==> src/rtl/ifs_pkg.sv <==
// Constants, register map and types for the flash programming sequencer
package ifs_pkg;

  localparam int CLK_FREQ_MHZ = 250;

  // Least time in ns to whole clock cycles, rounded up, never below one
  function automatic int ns_to_cycles(input int ns);
    int c;
    c = (ns * CLK_FREQ_MHZ + 999) / 1000;
    return (c < 1) ? 1 : c;
  endfunction

  localparam int WORD_W      = 16;
  localparam int BYTE_W      = 8;
  localparam int FADDR_W     = 16;
  localparam int PAGE_WORDS  = 128;
  localparam int IDX_W       = 7;
  localparam int PAGE_W      = FADDR_W - IDX_W;
  localparam int TIMER_W     = 16;
  localparam int REG_ADDR_W  = 8;
  localparam int NUM_DATA    = 4;

  // Register byte offsets
  localparam logic [7:0] OFS_CTRL      = 8'h00;
  localparam logic [7:0] OFS_RCTRL     = 8'h04;
  localparam logic [7:0] OFS_ADDR_LO   = 8'h08;
  localparam logic [7:0] OFS_ADDR_HI   = 8'h0C;
  localparam logic [7:0] OFS_DATA_BASE = 8'h10;
  localparam logic [7:0] OFS_DATA_LAST = 8'h2C;
  localparam logic [7:0] OFS_DATA_HI0  = 8'h14;
  localparam logic [7:0] OFS_STATUS    = 8'h30;

  // Programming control register fields
  localparam int CTRL_MODE_LSB = 0;
  localparam int CTRL_WT_BIT   = 3;
  localparam int CTRL_UT_BIT   = 4;
  localparam int CTRL_CLEAR_WRITE_BUFFER_BIT_BIT = 5;
  localparam int CTRL_EN_BIT   = 6;
  localparam int CTRL_RDEN_BIT = 7;

  // Read control register fields
  localparam int RCTRL_RT_BIT   = 0;
  localparam int RCTRL_TSEL_BIT = 1;

  // Status register fields
  localparam int STAT_BUSY_BIT   = 0;
  localparam int STAT_WINDOW_BIT = 1;

  // Command modes
  localparam logic [2:0] MODE_WRITE  = 3'h0;
  localparam logic [2:0] MODE_ERASE  = 3'h1;
  localparam logic [2:0] MODE_READ   = 3'h3;
  localparam logic [2:0] MODE_UNLOCK = 3'h6;

  localparam logic [7:0]         BYTE_RESET  = 8'h00;
  localparam logic [FADDR_W-1:0] FADDR_RESET = 16'h0000;

  // Timing
  localparam int EW_TIME_SHORT_NS  = 2000;
  localparam int EW_TIME_LONG_NS   = 4000;
  localparam int UNLOCK_TIME_NS    = 4000;
  localparam int READ_INSTR_CYCLES = 3;
  localparam int CLOCKS_PER_INSTR  = 1;
  localparam int EW_SHORT_CYCLES   = ns_to_cycles(EW_TIME_SHORT_NS);
  localparam int EW_LONG_CYCLES    = ns_to_cycles(EW_TIME_LONG_NS);
  localparam int UNLOCK_CYCLES     = ns_to_cycles(UNLOCK_TIME_NS);
  localparam int READ_CYCLES       = READ_INSTR_CYCLES * CLOCKS_PER_INSTR;

  // Unlock pattern and the register that takes each byte
  localparam int UNLOCK_LEN = 6;
  localparam logic [7:0] UNLOCK_PATTERN [UNLOCK_LEN] =
    '{8'h00, 8'h0D, 8'hC3, 8'h04, 8'h09, 8'h40};
  localparam logic [7:0] UNLOCK_OFS [UNLOCK_LEN] =
    '{8'h18, 8'h20, 8'h28, 8'h1C, 8'h24, 8'h2C};
  localparam logic [2:0] STEP_DONE = 3'h6;
  localparam logic [2:0] STEP_FAIL = 3'h7;

  localparam logic [1:0] RESP_OKAY   = 2'h0;
  localparam logic [1:0] RESP_SLVERR = 2'h2;

  typedef enum logic [1:0] {
    ST_IDLE,
    ST_PROG,
    ST_WAIT,
    ST_READ
  } ifs_state_type;

endpackage

==> src/rtl/ifs_write_buffer.sv <==
// Page write buffer with one load tag per word
`timescale 1ns/10ps
module ifs_write_buffer #(
  parameter int DEPTH = 128,
  parameter int WIDTH = 16,
  parameter int IDX_W = 7
) (
  input  wire logic             aclk,
  input  wire logic             aresetn,
  input  wire logic             clear,
  input  wire logic             wr_en,
  input  wire logic [IDX_W-1:0] wr_idx,
  input  wire logic [WIDTH-1:0] wr_data,
  input  wire logic [IDX_W-1:0] rd_idx,
  output logic      [WIDTH-1:0] rd_data,
  output logic                  rd_tag
);

  logic [WIDTH-1:0] mem [DEPTH];
  logic [DEPTH-1:0] tag;

  always_ff @(posedge aclk) begin
    if (!aresetn || clear) begin
      tag <= '0;
    end else if (wr_en) begin
      tag[wr_idx] <= 1'b1;
    end
  end

  always_ff @(posedge aclk) begin
    if (clear) begin
      for (int i = 0; i < DEPTH; i++) begin
        mem[i] <= '0;
      end
    end else if (wr_en) begin
      mem[wr_idx] <= wr_data;
    end
  end

  assign rd_data = mem[rd_idx];
  assign rd_tag  = tag[rd_idx];

endmodule // ifs_write_buffer

==> src/rtl/ifs_top.sv <==
// Flash erase, write and read sequencer with an AXI4-Lite register slave
`timescale 1ns/10ps
module ifs_top
  import ifs_pkg::*;
#(
  parameter int EW_SHORT = ifs_pkg::EW_SHORT_CYCLES,
  parameter int EW_LONG  = ifs_pkg::EW_LONG_CYCLES,
  parameter int UNLOCK_T = ifs_pkg::UNLOCK_CYCLES
) (
  input  wire logic                             aclk,
  input  wire logic                             aresetn,
  input  wire logic [ifs_pkg::REG_ADDR_W-1:0]   s_axi_awaddr,
  input  wire logic                             s_axi_awvalid,
  output logic                                  s_axi_awready,
  input  wire logic [31:0]                      s_axi_wdata,
  input  wire logic [3:0]                       s_axi_wstrb,
  input  wire logic                             s_axi_wvalid,
  output logic                                  s_axi_wready,
  output logic [1:0]                            s_axi_bresp,
  output logic                                  s_axi_bvalid,
  input  wire logic                             s_axi_bready,
  input  wire logic [ifs_pkg::REG_ADDR_W-1:0]   s_axi_araddr,
  input  wire logic                             s_axi_arvalid,
  output logic                                  s_axi_arready,
  output logic [31:0]                           s_axi_rdata,
  output logic [1:0]                            s_axi_rresp,
  output logic                                  s_axi_rvalid,
  input  wire logic                             s_axi_rready,
  output logic                                  cpu_stall,
  output logic [ifs_pkg::FADDR_W-1:0]           flash_addr,
  output logic [ifs_pkg::WORD_W-1:0]            flash_wdata,
  output logic                                  flash_erase,
  output logic                                  flash_prog,
  output logic                                  flash_read,
  input  wire logic [ifs_pkg::WORD_W-1:0]       flash_rdata
);

  import ifs_pkg::*;

  function automatic logic is_data(input logic [7:0] ofs);
    return (ofs >= OFS_DATA_BASE) && (ofs <= OFS_DATA_LAST) && (ofs[1:0] == 2'h0);
  endfunction

  function automatic logic is_mapped(input logic [7:0] ofs);
    return (ofs == OFS_CTRL) || (ofs == OFS_RCTRL) || (ofs == OFS_ADDR_LO) ||
           (ofs == OFS_ADDR_HI) || (ofs == OFS_STATUS) || is_data(ofs);
  endfunction

  ifs_state_type     state;
  logic [2:0]        command_mode_field;
  logic              write_erase_trigger;
  logic              unlock_trigger;
  logic              erase_write_enabled_flag;
  logic              read_enable_bit;
  logic              read_trigger;
  logic              write_erase_time_select;
  logic [FADDR_W-1:0] flash_address;
  logic [7:0]        data_low [NUM_DATA];
  logic [7:0]        data_high [NUM_DATA];
  logic [TIMER_W-1:0] op_timer;
  logic [TIMER_W-1:0] unlock_timer;
  logic [2:0]        unlock_step;
  logic [IDX_W-1:0]  prog_idx;
  logic [WORD_W-1:0] buf_data;
  logic              buf_tag;
  logic              busy;

  logic              aw_full;
  logic              w_full;
  logic              ar_full;
  logic [7:0]        awaddr_q;
  logic [7:0]        araddr_q;
  logic [7:0]        wbyte_q;
  logic              wstrb0_q;
  logic              next_aw_full;
  logic              next_w_full;
  logic              next_ar_full;
  logic              do_write;
  logic              do_read;
  logic              wr_byte_en;
  logic              ctrl_wr;
  logic              rctrl_wr;
  logic              hi0_wr;
  logic              data_wr;
  logic [1:0]        data_sel;
  logic              req_wt;
  logic              req_ut;
  logic              req_rd;
  logic              req_clear_write_buffer_bit;
  logic              clr_en;
  logic              set_en;
  logic              rd_load;
  logic [31:0]       rd_word;

  assign busy = (state != ST_IDLE);

  // Bus accesses wait while the processor is stalled
  always_comb begin
    do_write     = aw_full && w_full && !s_axi_bvalid && !busy;
    do_read      = ar_full && !s_axi_rvalid && !busy;
    next_aw_full = (aw_full && !do_write) || (s_axi_awvalid && s_axi_awready);
    next_w_full  = (w_full && !do_write) || (s_axi_wvalid && s_axi_wready);
    next_ar_full = (ar_full && !do_read) || (s_axi_arvalid && s_axi_arready);
  end

  // Write decode and command requests
  always_comb begin
    wr_byte_en = do_write && wstrb0_q;
    ctrl_wr    = wr_byte_en && (awaddr_q == OFS_CTRL);
    rctrl_wr   = wr_byte_en && (awaddr_q == OFS_RCTRL);
    hi0_wr     = wr_byte_en && (awaddr_q == OFS_DATA_HI0);
    data_wr    = wr_byte_en && is_data(awaddr_q);
    data_sel   = 2'((awaddr_q - OFS_DATA_BASE) >> 3);
    req_wt     = ctrl_wr && wbyte_q[CTRL_WT_BIT] && erase_write_enabled_flag &&
                 ((wbyte_q[2:0] == MODE_ERASE) || (wbyte_q[2:0] == MODE_WRITE));
    req_ut     = ctrl_wr && wbyte_q[CTRL_UT_BIT] && (wbyte_q[2:0] == MODE_UNLOCK);
    req_clear_write_buffer_bit   = ctrl_wr && wbyte_q[CTRL_CLEAR_WRITE_BUFFER_BIT_BIT];
    clr_en     = ctrl_wr && !wbyte_q[CTRL_EN_BIT];
    req_rd     = rctrl_wr && wbyte_q[RCTRL_RT_BIT] && read_enable_bit &&
                 (command_mode_field == MODE_READ);
    rd_load    = (state == ST_READ) && (op_timer == '0);
    set_en     = unlock_trigger && data_wr && (unlock_step < STEP_DONE) &&
                 (awaddr_q == UNLOCK_OFS[unlock_step]) &&
                 (wbyte_q == UNLOCK_PATTERN[unlock_step]) &&
                 (unlock_step == 3'(UNLOCK_LEN - 1));
  end

  // AXI write channels
  always_ff @(posedge aclk) begin
    if (!aresetn) begin
      aw_full       <= 1'b0;
      w_full        <= 1'b0;
      s_axi_awready <= 1'b0;
      s_axi_wready  <= 1'b0;
      s_axi_bvalid  <= 1'b0;
      s_axi_bresp   <= RESP_OKAY;
      awaddr_q      <= BYTE_RESET;
      wbyte_q       <= BYTE_RESET;
      wstrb0_q      <= 1'b0;
    end else begin
      aw_full       <= next_aw_full;
      w_full        <= next_w_full;
      s_axi_awready <= !next_aw_full;
      s_axi_wready  <= !next_w_full;
      if (s_axi_awvalid && s_axi_awready) begin
        awaddr_q <= s_axi_awaddr;
      end
      if (s_axi_wvalid && s_axi_wready) begin
        wbyte_q  <= s_axi_wdata[7:0];
        wstrb0_q <= s_axi_wstrb[0];
      end
      if (do_write) begin
        s_axi_bvalid <= 1'b1;
        s_axi_bresp  <= is_mapped(awaddr_q) ? RESP_OKAY : RESP_SLVERR;
      end else if (s_axi_bready) begin
        s_axi_bvalid <= 1'b0;
      end
    end
  end

  // Read data mux
  always_comb begin
    rd_word = 32'h0000_0000;
    if (araddr_q == OFS_CTRL) begin
      rd_word[2:0]           = command_mode_field;
      rd_word[CTRL_WT_BIT]   = write_erase_trigger;
      rd_word[CTRL_UT_BIT]   = unlock_trigger;
      rd_word[CTRL_EN_BIT]   = erase_write_enabled_flag;
      rd_word[CTRL_RDEN_BIT] = read_enable_bit;
    end else if (araddr_q == OFS_RCTRL) begin
      rd_word[RCTRL_RT_BIT]   = read_trigger;
      rd_word[RCTRL_TSEL_BIT] = write_erase_time_select;
    end else if (araddr_q == OFS_ADDR_LO) begin
      rd_word[7:0] = flash_address[7:0];
    end else if (araddr_q == OFS_ADDR_HI) begin
      rd_word[7:0] = flash_address[15:8];
    end else if (araddr_q == OFS_STATUS) begin
      rd_word[STAT_BUSY_BIT]   = busy;
      rd_word[STAT_WINDOW_BIT] = unlock_trigger;
    end else if (is_data(araddr_q)) begin
      rd_word[7:0] = araddr_q[2] ? data_high[2'((araddr_q - OFS_DATA_BASE) >> 3)]
                                 : data_low[2'((araddr_q - OFS_DATA_BASE) >> 3)];
    end
  end

  // AXI read channels
  always_ff @(posedge aclk) begin
    if (!aresetn) begin
      ar_full       <= 1'b0;
      s_axi_arready <= 1'b0;
      s_axi_rvalid  <= 1'b0;
      s_axi_rresp   <= RESP_OKAY;
      s_axi_rdata   <= 32'h0000_0000;
      araddr_q      <= BYTE_RESET;
    end else begin
      ar_full       <= next_ar_full;
      s_axi_arready <= !next_ar_full;
      if (s_axi_arvalid && s_axi_arready) begin
        araddr_q <= s_axi_araddr;
      end
      if (do_read) begin
        s_axi_rvalid <= 1'b1;
        s_axi_rdata  <= rd_word;
        s_axi_rresp  <= is_mapped(araddr_q) ? RESP_OKAY : RESP_SLVERR;
      end else if (s_axi_rready) begin
        s_axi_rvalid <= 1'b0;
      end
    end
  end

  // Software-held fields, address pair and data registers
  always_ff @(posedge aclk) begin
    if (!aresetn) begin
      command_mode_field      <= MODE_WRITE;
      read_enable_bit         <= 1'b0;
      write_erase_time_select <= 1'b0;
      flash_address           <= FADDR_RESET;
      for (int i = 0; i < NUM_DATA; i++) begin
        data_low[i]  <= BYTE_RESET;
        data_high[i] <= BYTE_RESET;
      end
    end else begin
      if (ctrl_wr) begin
        command_mode_field <= wbyte_q[2:0];
        read_enable_bit    <= wbyte_q[CTRL_RDEN_BIT];
      end
      if (rctrl_wr) begin
        write_erase_time_select <= wbyte_q[RCTRL_TSEL_BIT];
      end
      if (wr_byte_en && (awaddr_q == OFS_ADDR_LO)) begin
        flash_address[7:0] <= wbyte_q;
      end
      if (wr_byte_en && (awaddr_q == OFS_ADDR_HI)) begin
        flash_address[15:8] <= wbyte_q;
      end
      if (data_wr) begin
        if (awaddr_q[2]) begin
          data_high[data_sel] <= wbyte_q;
        end else begin
          data_low[data_sel] <= wbyte_q;
        end
      end
      if (hi0_wr && (flash_address[IDX_W-1:0] != IDX_W'(PAGE_WORDS - 1))) begin
        flash_address <= flash_address + FADDR_W'(1);
      end
      if (rd_load) begin
        data_low[0]  <= flash_rdata[7:0];
        data_high[0] <= flash_rdata[15:8];
      end
    end
  end

  // Unlock window and enabled flag
  always_ff @(posedge aclk) begin
    if (!aresetn) begin
      unlock_trigger           <= 1'b0;
      unlock_timer             <= '0;
      unlock_step              <= 3'h0;
      erase_write_enabled_flag <= 1'b0;
    end else begin
      if (req_ut && !unlock_trigger) begin
        unlock_trigger <= 1'b1;
        unlock_timer   <= TIMER_W'(UNLOCK_T - 1);
        unlock_step    <= 3'h0;
      end else if (unlock_trigger) begin
        if (unlock_timer == '0) begin
          unlock_trigger <= 1'b0;
        end else begin
          unlock_timer <= unlock_timer - TIMER_W'(1);
        end
        if (data_wr && (unlock_step < STEP_DONE)) begin
          if ((awaddr_q == UNLOCK_OFS[unlock_step]) &&
              (wbyte_q == UNLOCK_PATTERN[unlock_step])) begin
            unlock_step <= unlock_step + 3'h1;
          end else begin
            unlock_step <= STEP_FAIL;
          end
        end
      end
      if (clr_en) begin
        erase_write_enabled_flag <= 1'b0;
      end
      if (set_en) begin
        erase_write_enabled_flag <= 1'b1;
      end
    end
  end

  // Erase, program and read sequencing
  always_ff @(posedge aclk) begin
    if (!aresetn) begin
      state               <= ST_IDLE;
      write_erase_trigger <= 1'b0;
      read_trigger        <= 1'b0;
      op_timer            <= '0;
      prog_idx            <= '0;
      cpu_stall           <= 1'b0;
      flash_addr          <= FADDR_RESET;
      flash_wdata         <= '0;
      flash_erase         <= 1'b0;
      flash_prog          <= 1'b0;
      flash_read          <= 1'b0;
    end else begin
      flash_erase <= 1'b0;
      flash_prog  <= 1'b0;
      case (state)
        ST_IDLE: begin
          if (req_wt) begin
            write_erase_trigger <= 1'b1;
            cpu_stall           <= 1'b1;
            prog_idx            <= '0;
            if (wbyte_q[2:0] == MODE_ERASE) begin
              flash_erase <= 1'b1;
              flash_addr  <= {flash_address[FADDR_W-1:IDX_W], IDX_W'(0)};
              op_timer    <= write_erase_time_select ? TIMER_W'(EW_LONG - 1)
                                                     : TIMER_W'(EW_SHORT - 1);
              state       <= ST_WAIT;
            end else begin
              state <= ST_PROG;
            end
          end else if (req_rd) begin
            read_trigger <= 1'b1;
            cpu_stall    <= 1'b1;
            flash_read   <= 1'b1;
            flash_addr   <= flash_address;
            op_timer     <= TIMER_W'(READ_CYCLES - 1);
            state        <= ST_READ;
          end
        end
        ST_PROG: begin
          if (buf_tag) begin
            flash_prog  <= 1'b1;
            flash_addr  <= {flash_address[FADDR_W-1:IDX_W], prog_idx};
            flash_wdata <= buf_data;
          end
          if (prog_idx == IDX_W'(PAGE_WORDS - 1)) begin
            op_timer <= write_erase_time_select ? TIMER_W'(EW_LONG - 1)
                                                : TIMER_W'(EW_SHORT - 1);
            state    <= ST_WAIT;
          end else begin
            prog_idx <= prog_idx + IDX_W'(1);
          end
        end
        ST_WAIT: begin
          if (op_timer == '0) begin
            write_erase_trigger <= 1'b0;
            cpu_stall           <= 1'b0;
            state               <= ST_IDLE;
          end else begin
            op_timer <= op_timer - TIMER_W'(1);
          end
        end
        ST_READ: begin
          if (op_timer == '0) begin
            read_trigger <= 1'b0;
            cpu_stall    <= 1'b0;
            flash_read   <= 1'b0;
            state        <= ST_IDLE;
          end else begin
            op_timer <= op_timer - TIMER_W'(1);
          end
        end
        default: begin
          state <= ST_IDLE;
        end
      endcase
    end
  end

  ifs_write_buffer #(
    .DEPTH (PAGE_WORDS),
    .WIDTH (WORD_W),
    .IDX_W (IDX_W)
  ) u_buffer (
    .aclk    (aclk),
    .aresetn (aresetn),
    .clear   (req_clear_write_buffer_bit),
    .wr_en   (hi0_wr),
    .wr_idx  (flash_address[IDX_W-1:0]),
    .wr_data ({wbyte_q, data_low[0]}),
    .rd_idx  (prog_idx),
    .rd_data (buf_data),
    .rd_tag  (buf_tag)
  );

endmodule // ifs_top

==> config.mk <==
export PLATFORM = sky130hd
export DESIGN_NAME = ifs_top
export DESIGN_NICKNAME = d
export VERILOG_FILES = /design/src/rtl/ifs_pkg.sv /design/src/rtl/ifs_write_buffer.sv /design/src/rtl/ifs_top.sv
export SDC_FILE = /design/constraint.sdc
export NUM_CORES = 2
export LEC_CHECK = 0
export BUFFER_PORTS_ARGS = -buffer_cell sky130_fd_sc_hd__buf_2
export CAP_MARGIN = 15
export CORE_ASPECT_RATIO = 1.1
export CORE_MARGIN = 1.5
export CORE_UTILIZATION = 56
export CTS_CLUSTER_DIAMETER = 50
export DETAILED_ROUTE_END_ITERATION = 6
export PLACE_DENSITY = 0.76
export SLEW_MARGIN = 0
export SYNTH_ARGS = -nofsm -noshare
export SYNTH_HDL_FRONTEND = slang
export SYNTH_HIERARCHICAL = 1
export SYNTH_SLANG_ARGS = --single-unit
==> constraint.sdc <==
create_clock -name aclk -period 3.84 [get_ports aclk]
set_clock_uncertainty 0.05 [all_clocks]
set_input_delay 0.576 -clock aclk [delete_from_list [all_inputs] [get_ports aclk]]
set_output_delay 0.576 -clock aclk [all_outputs]
set_load 0.02 [all_outputs]
==> results.json <==
{
  "synthToLayoutAreaGrowth_pct": 10.22,
  "crit_top_cell": "mux4_2",
  "synth_warnings": 6,
  "yosys-top-cells-area": "edfxtp_1, mux4_2, and2_1, dfxtp_1, clkbuf_1",
  "grt_setup_unrepaired": "false",
  "start_util_pct": 56.46,
  "clock_sinks": 2387,
  "drive_above_1_share_pct": 21.65,
  "power.density_nw_per_um2": 416.5,
  "fin_nets": 7313,
  "drv_cap": 0,
  "dp_cells": 9512,
  "ys_seq_area_share_pct": 63.23,
  "crit_fanout": 25,
  "drtAntennaViolNets": 0,
  "p_int_mw": 39.73,
  "crit_chain": "buf_4, mux4_2, mux4_2, mux4_2, mux2_2, inv_1, a221oi_4, buf_4, o21ai_0",
  "power_mw": 50.04,
  "cts_htree_levels": 4,
  "critPathKind": "reg2reg",
  "final-max-slew-violation-count": 0,
  "synth_edf_count": 2112,
  "cts_buffers": 225,
  "slew_headroom_pct": 14.39,
  "reg2regPathDepth": 9,
  "wire_per_inst_um": 28.12,
  "cp_top_family": "multiplexers",
  "grt_max_degree": 110,
  "tightest_slew_ps": 1279,
  "end_kind": "flip-flop",
  "start_kind": "flip-flop",
  "port_buffers": 98,
  "avgViaCountPerCell": 6.232,
  "power_switching_share_pct": 20.60,
  "totalWireLength_um": 281100,
  "die_x_um": 423.7,
  "slowest_stage": "mux4_2",
  "fillerInstances": 13580,
  "grt_pass1_vias": 62100,
  "cpPeakStageDelay_ps": 590,
  "worst_ir_drop_vdd_mv": 0.5289,
  "cts_resized": 0,
  "outcome": "finished, final reports clean",
  "layout_min_cycle_time_ps": 3743,
  "seqPwrFrac_pct": 55.9,
  "clk_pin_slew_worst_paths_ps": 60,
  "min_period_over_period_pct": 97.47,
  "clock_latency_ps": 900,
  "synthArstFlopShare_pct": 0,
  "path_buf_inv": 3,
  "cts_tree": "done",
  "routabilityCongestion": 0.8871,
  "grt_pass1_wl_um": 411000,
  "p_clk_share_pct": 42.8,
  "avgSynthCellArea_um2": 15.03,
  "num_rows": 169,
  "ys_ff_latch": 2387,
  "vias": 62280,
  "ctsRootBufferMaster": "clkbuf_16",
  "drtIter0Drc": 7177,
  "cp.arrival_ps": 4500,
  "finalSetupViolations": 0,
  "fin_cells": 9995,
  "dieArea_um2": 197300,
  "power.switching_mw": 10.31,
  "startpoint": "prog_idx[0]",
  "p_comb_share_pct": 1.3,
  "timing.rr.end": "flash_addr[15]",
  "reg2reg_slack_ps": 100,
  "grt_antenna_before_repair": 15,
  "total_leakage_power_nw": 38.64,
  "finalHoldViolCount": 0,
  "setup_tns_ps": 0,
  "fmax_ghz": 0.2672,
  "synth_top_area_share_pct": 58.18,
  "endpoint": "flash_addr[15]",
  "die_h_um": 465.7,
  "synth-main-ff-cell": "edfxtp_1",
  "hold_class": "in2reg",
  "required_ps": 4600,
  "drc": 0,
  "layout_common_cells": "edfxtp_1, and2_1, mux4_2, nor2_1, dfxtp_1",
  "clock_path_buffers": 3,
  "track_usage_pct": 28.45,
  "cp.depth": 9,
  "syn_area_um2": 109000,
  "synth_top_area_cell": "edfxtp_1",
  "core-area_um2": 193100,
  "drt-pass1-iter-count": 6,
  "synth_cells": 7253,
  "grt.overflow.total": 0,
  "layout_commonest_cell": "edfxtp_1",
  "io_pins": 152,
  "reg2reg_from": "prog_idx[0]",
  "synth_cell_types": 89,
  "hpwl_um": 183100
}
-- cells in the mapped netlist (10+ instances only) --
cell type / number
a21o_1: 19
a21oi_1: 116
a22o_1: 29
a31oi_1: 14
and2_1: 2082
and3_1: 10
buf_1: 49
buf_2: 45
buf_4: 36
clkbuf_1: 566
dfxtp_1: 275
edfxtp_1: 2112
inv_1: 27
mux2_2: 18
mux4_2: 730
nand2_1: 195
nand2b_1: 19
nand3_1: 33
nand4_1: 10
nor2_1: 293
nor2b_1: 25
nor3_1: 65
nor4_1: 18
o21a_1: 106
o21ai_0: 39
or2_2: 114
xnor2_1: 20
xor2_1: 11
-- final cells by class --
type / count / area (um^2) / area share [%]
Multi-Input combinational cell: 4164 / 37330 / 31.07
Inverter: 28 / 107.6 / 0.08955
Clock buffer: 304 / 6135 / 5.106
Timing Repair Buffer: 423 / 3453 / 2.874
Clock inverter: 118 / 928.4 / 0.7727
Antenna cell: 6 / 15.01 / 0.01250
Sequential cell: 2387 / 68970 / 57.41
Tap cell: 2565 / 3209 / 2.671
-- logic make-up (layout without fill, tap and decap cells) --
group                      Yosys count  count (layout)  share of synthesized area [%]
and+or+nand+nor                   2935            2935                          15.83
DFF                               2387            2387                          63.23
muxes                              757             757                          15.35
buffers and inverters              727             873                          2.700
AOI/OAI and AO/OA                  406             406                          2.533
xor gates and xnor gates            31              31                         0.2491
adders and majority gates            9               9                         0.1033
other                                1              32                       0.003440
-- metrics by stage --
| stage | util (%) | hold slack, ps | instance area (um^2) | setup slack, ps |
|---|---|---|---|---|
| finish | 62.24 | 84.08 | 120200 | 97.34 |
| global route | 62.24 | 96.39 | 120200 | 23.77 |
| CTS | 62.17 | 29.45 | 120000 | 47.27 |
| detailed placement | 58.30 | 397.4 | 112500 | 93.86 |
| global placement | 58.29 | 391.6 | 112500 | 81.68 |
| floorplan | - | 381.5 | 109100 | 81.04 |
-- what timing repair did --
action | in CTS | in global routing
setup endpoints to repair | 0 | 5
endpoints found under the hold margin | 52 | 0
buffers inserted | 0 | 2
hold buffers | 42 | 0
-- registers in the layout, indices dropped and copies added (netlist names), 7 cells and up --
name / count
unlock_timer: 16
s_axi_rdata: 8
u_buffer/mem: 2048
flash_wdata: 16
data_high: 32
prog_idx: 7
awaddr_q: 8
flash_address: 16
data_low: 32
flash_addr: 16
araddr_q: 8
wbyte_q: 8
u_buffer/tag: 128
op_timer: 16
-- worst min-delay path by stage --
stage,startpoint,end,cells past startpoint
finish,flash_rdata[6],data_low[3][6],3
global route,flash_rdata[6],data_low[3][6],3
CTS,flash_rdata[6],data_low[3][6],3
detailed placement,u_buffer/tag[108],u_buffer/tag[108],1
global placement,u_buffer/tag[83],u_buffer/tag[83],1
floorplan,u_buffer/tag[12],u_buffer/tag[12],2
-- layer usage --
metal,GRT usage (%),routed length (um)
met4,12.78,13650
met1,36.88,102200
met2,47.09,139300
met3,5.253,25920
met5,0,36
-- worst min-delay path: stages --
cell	delay [ps]
buf_2	130
a22oi_1	130
inv_1	70
-- power groups by stage --
stage | Clock [mW] | Sequential [mW] | Combinational, mW
after floorplan | 0 | 28.5 | 0.424
after global placement | 0 | 28.5 | 0.607
after detailed placement | 0 | 28.5 | 0.623
after CTS | 21.6 | 28.0 | 0.659
after global routing | 22.5 | 28.0 | 0.716
final | 21.4 | 28.0 | 0.672
No activity file was read; power rests on OpenSTA's default activity.
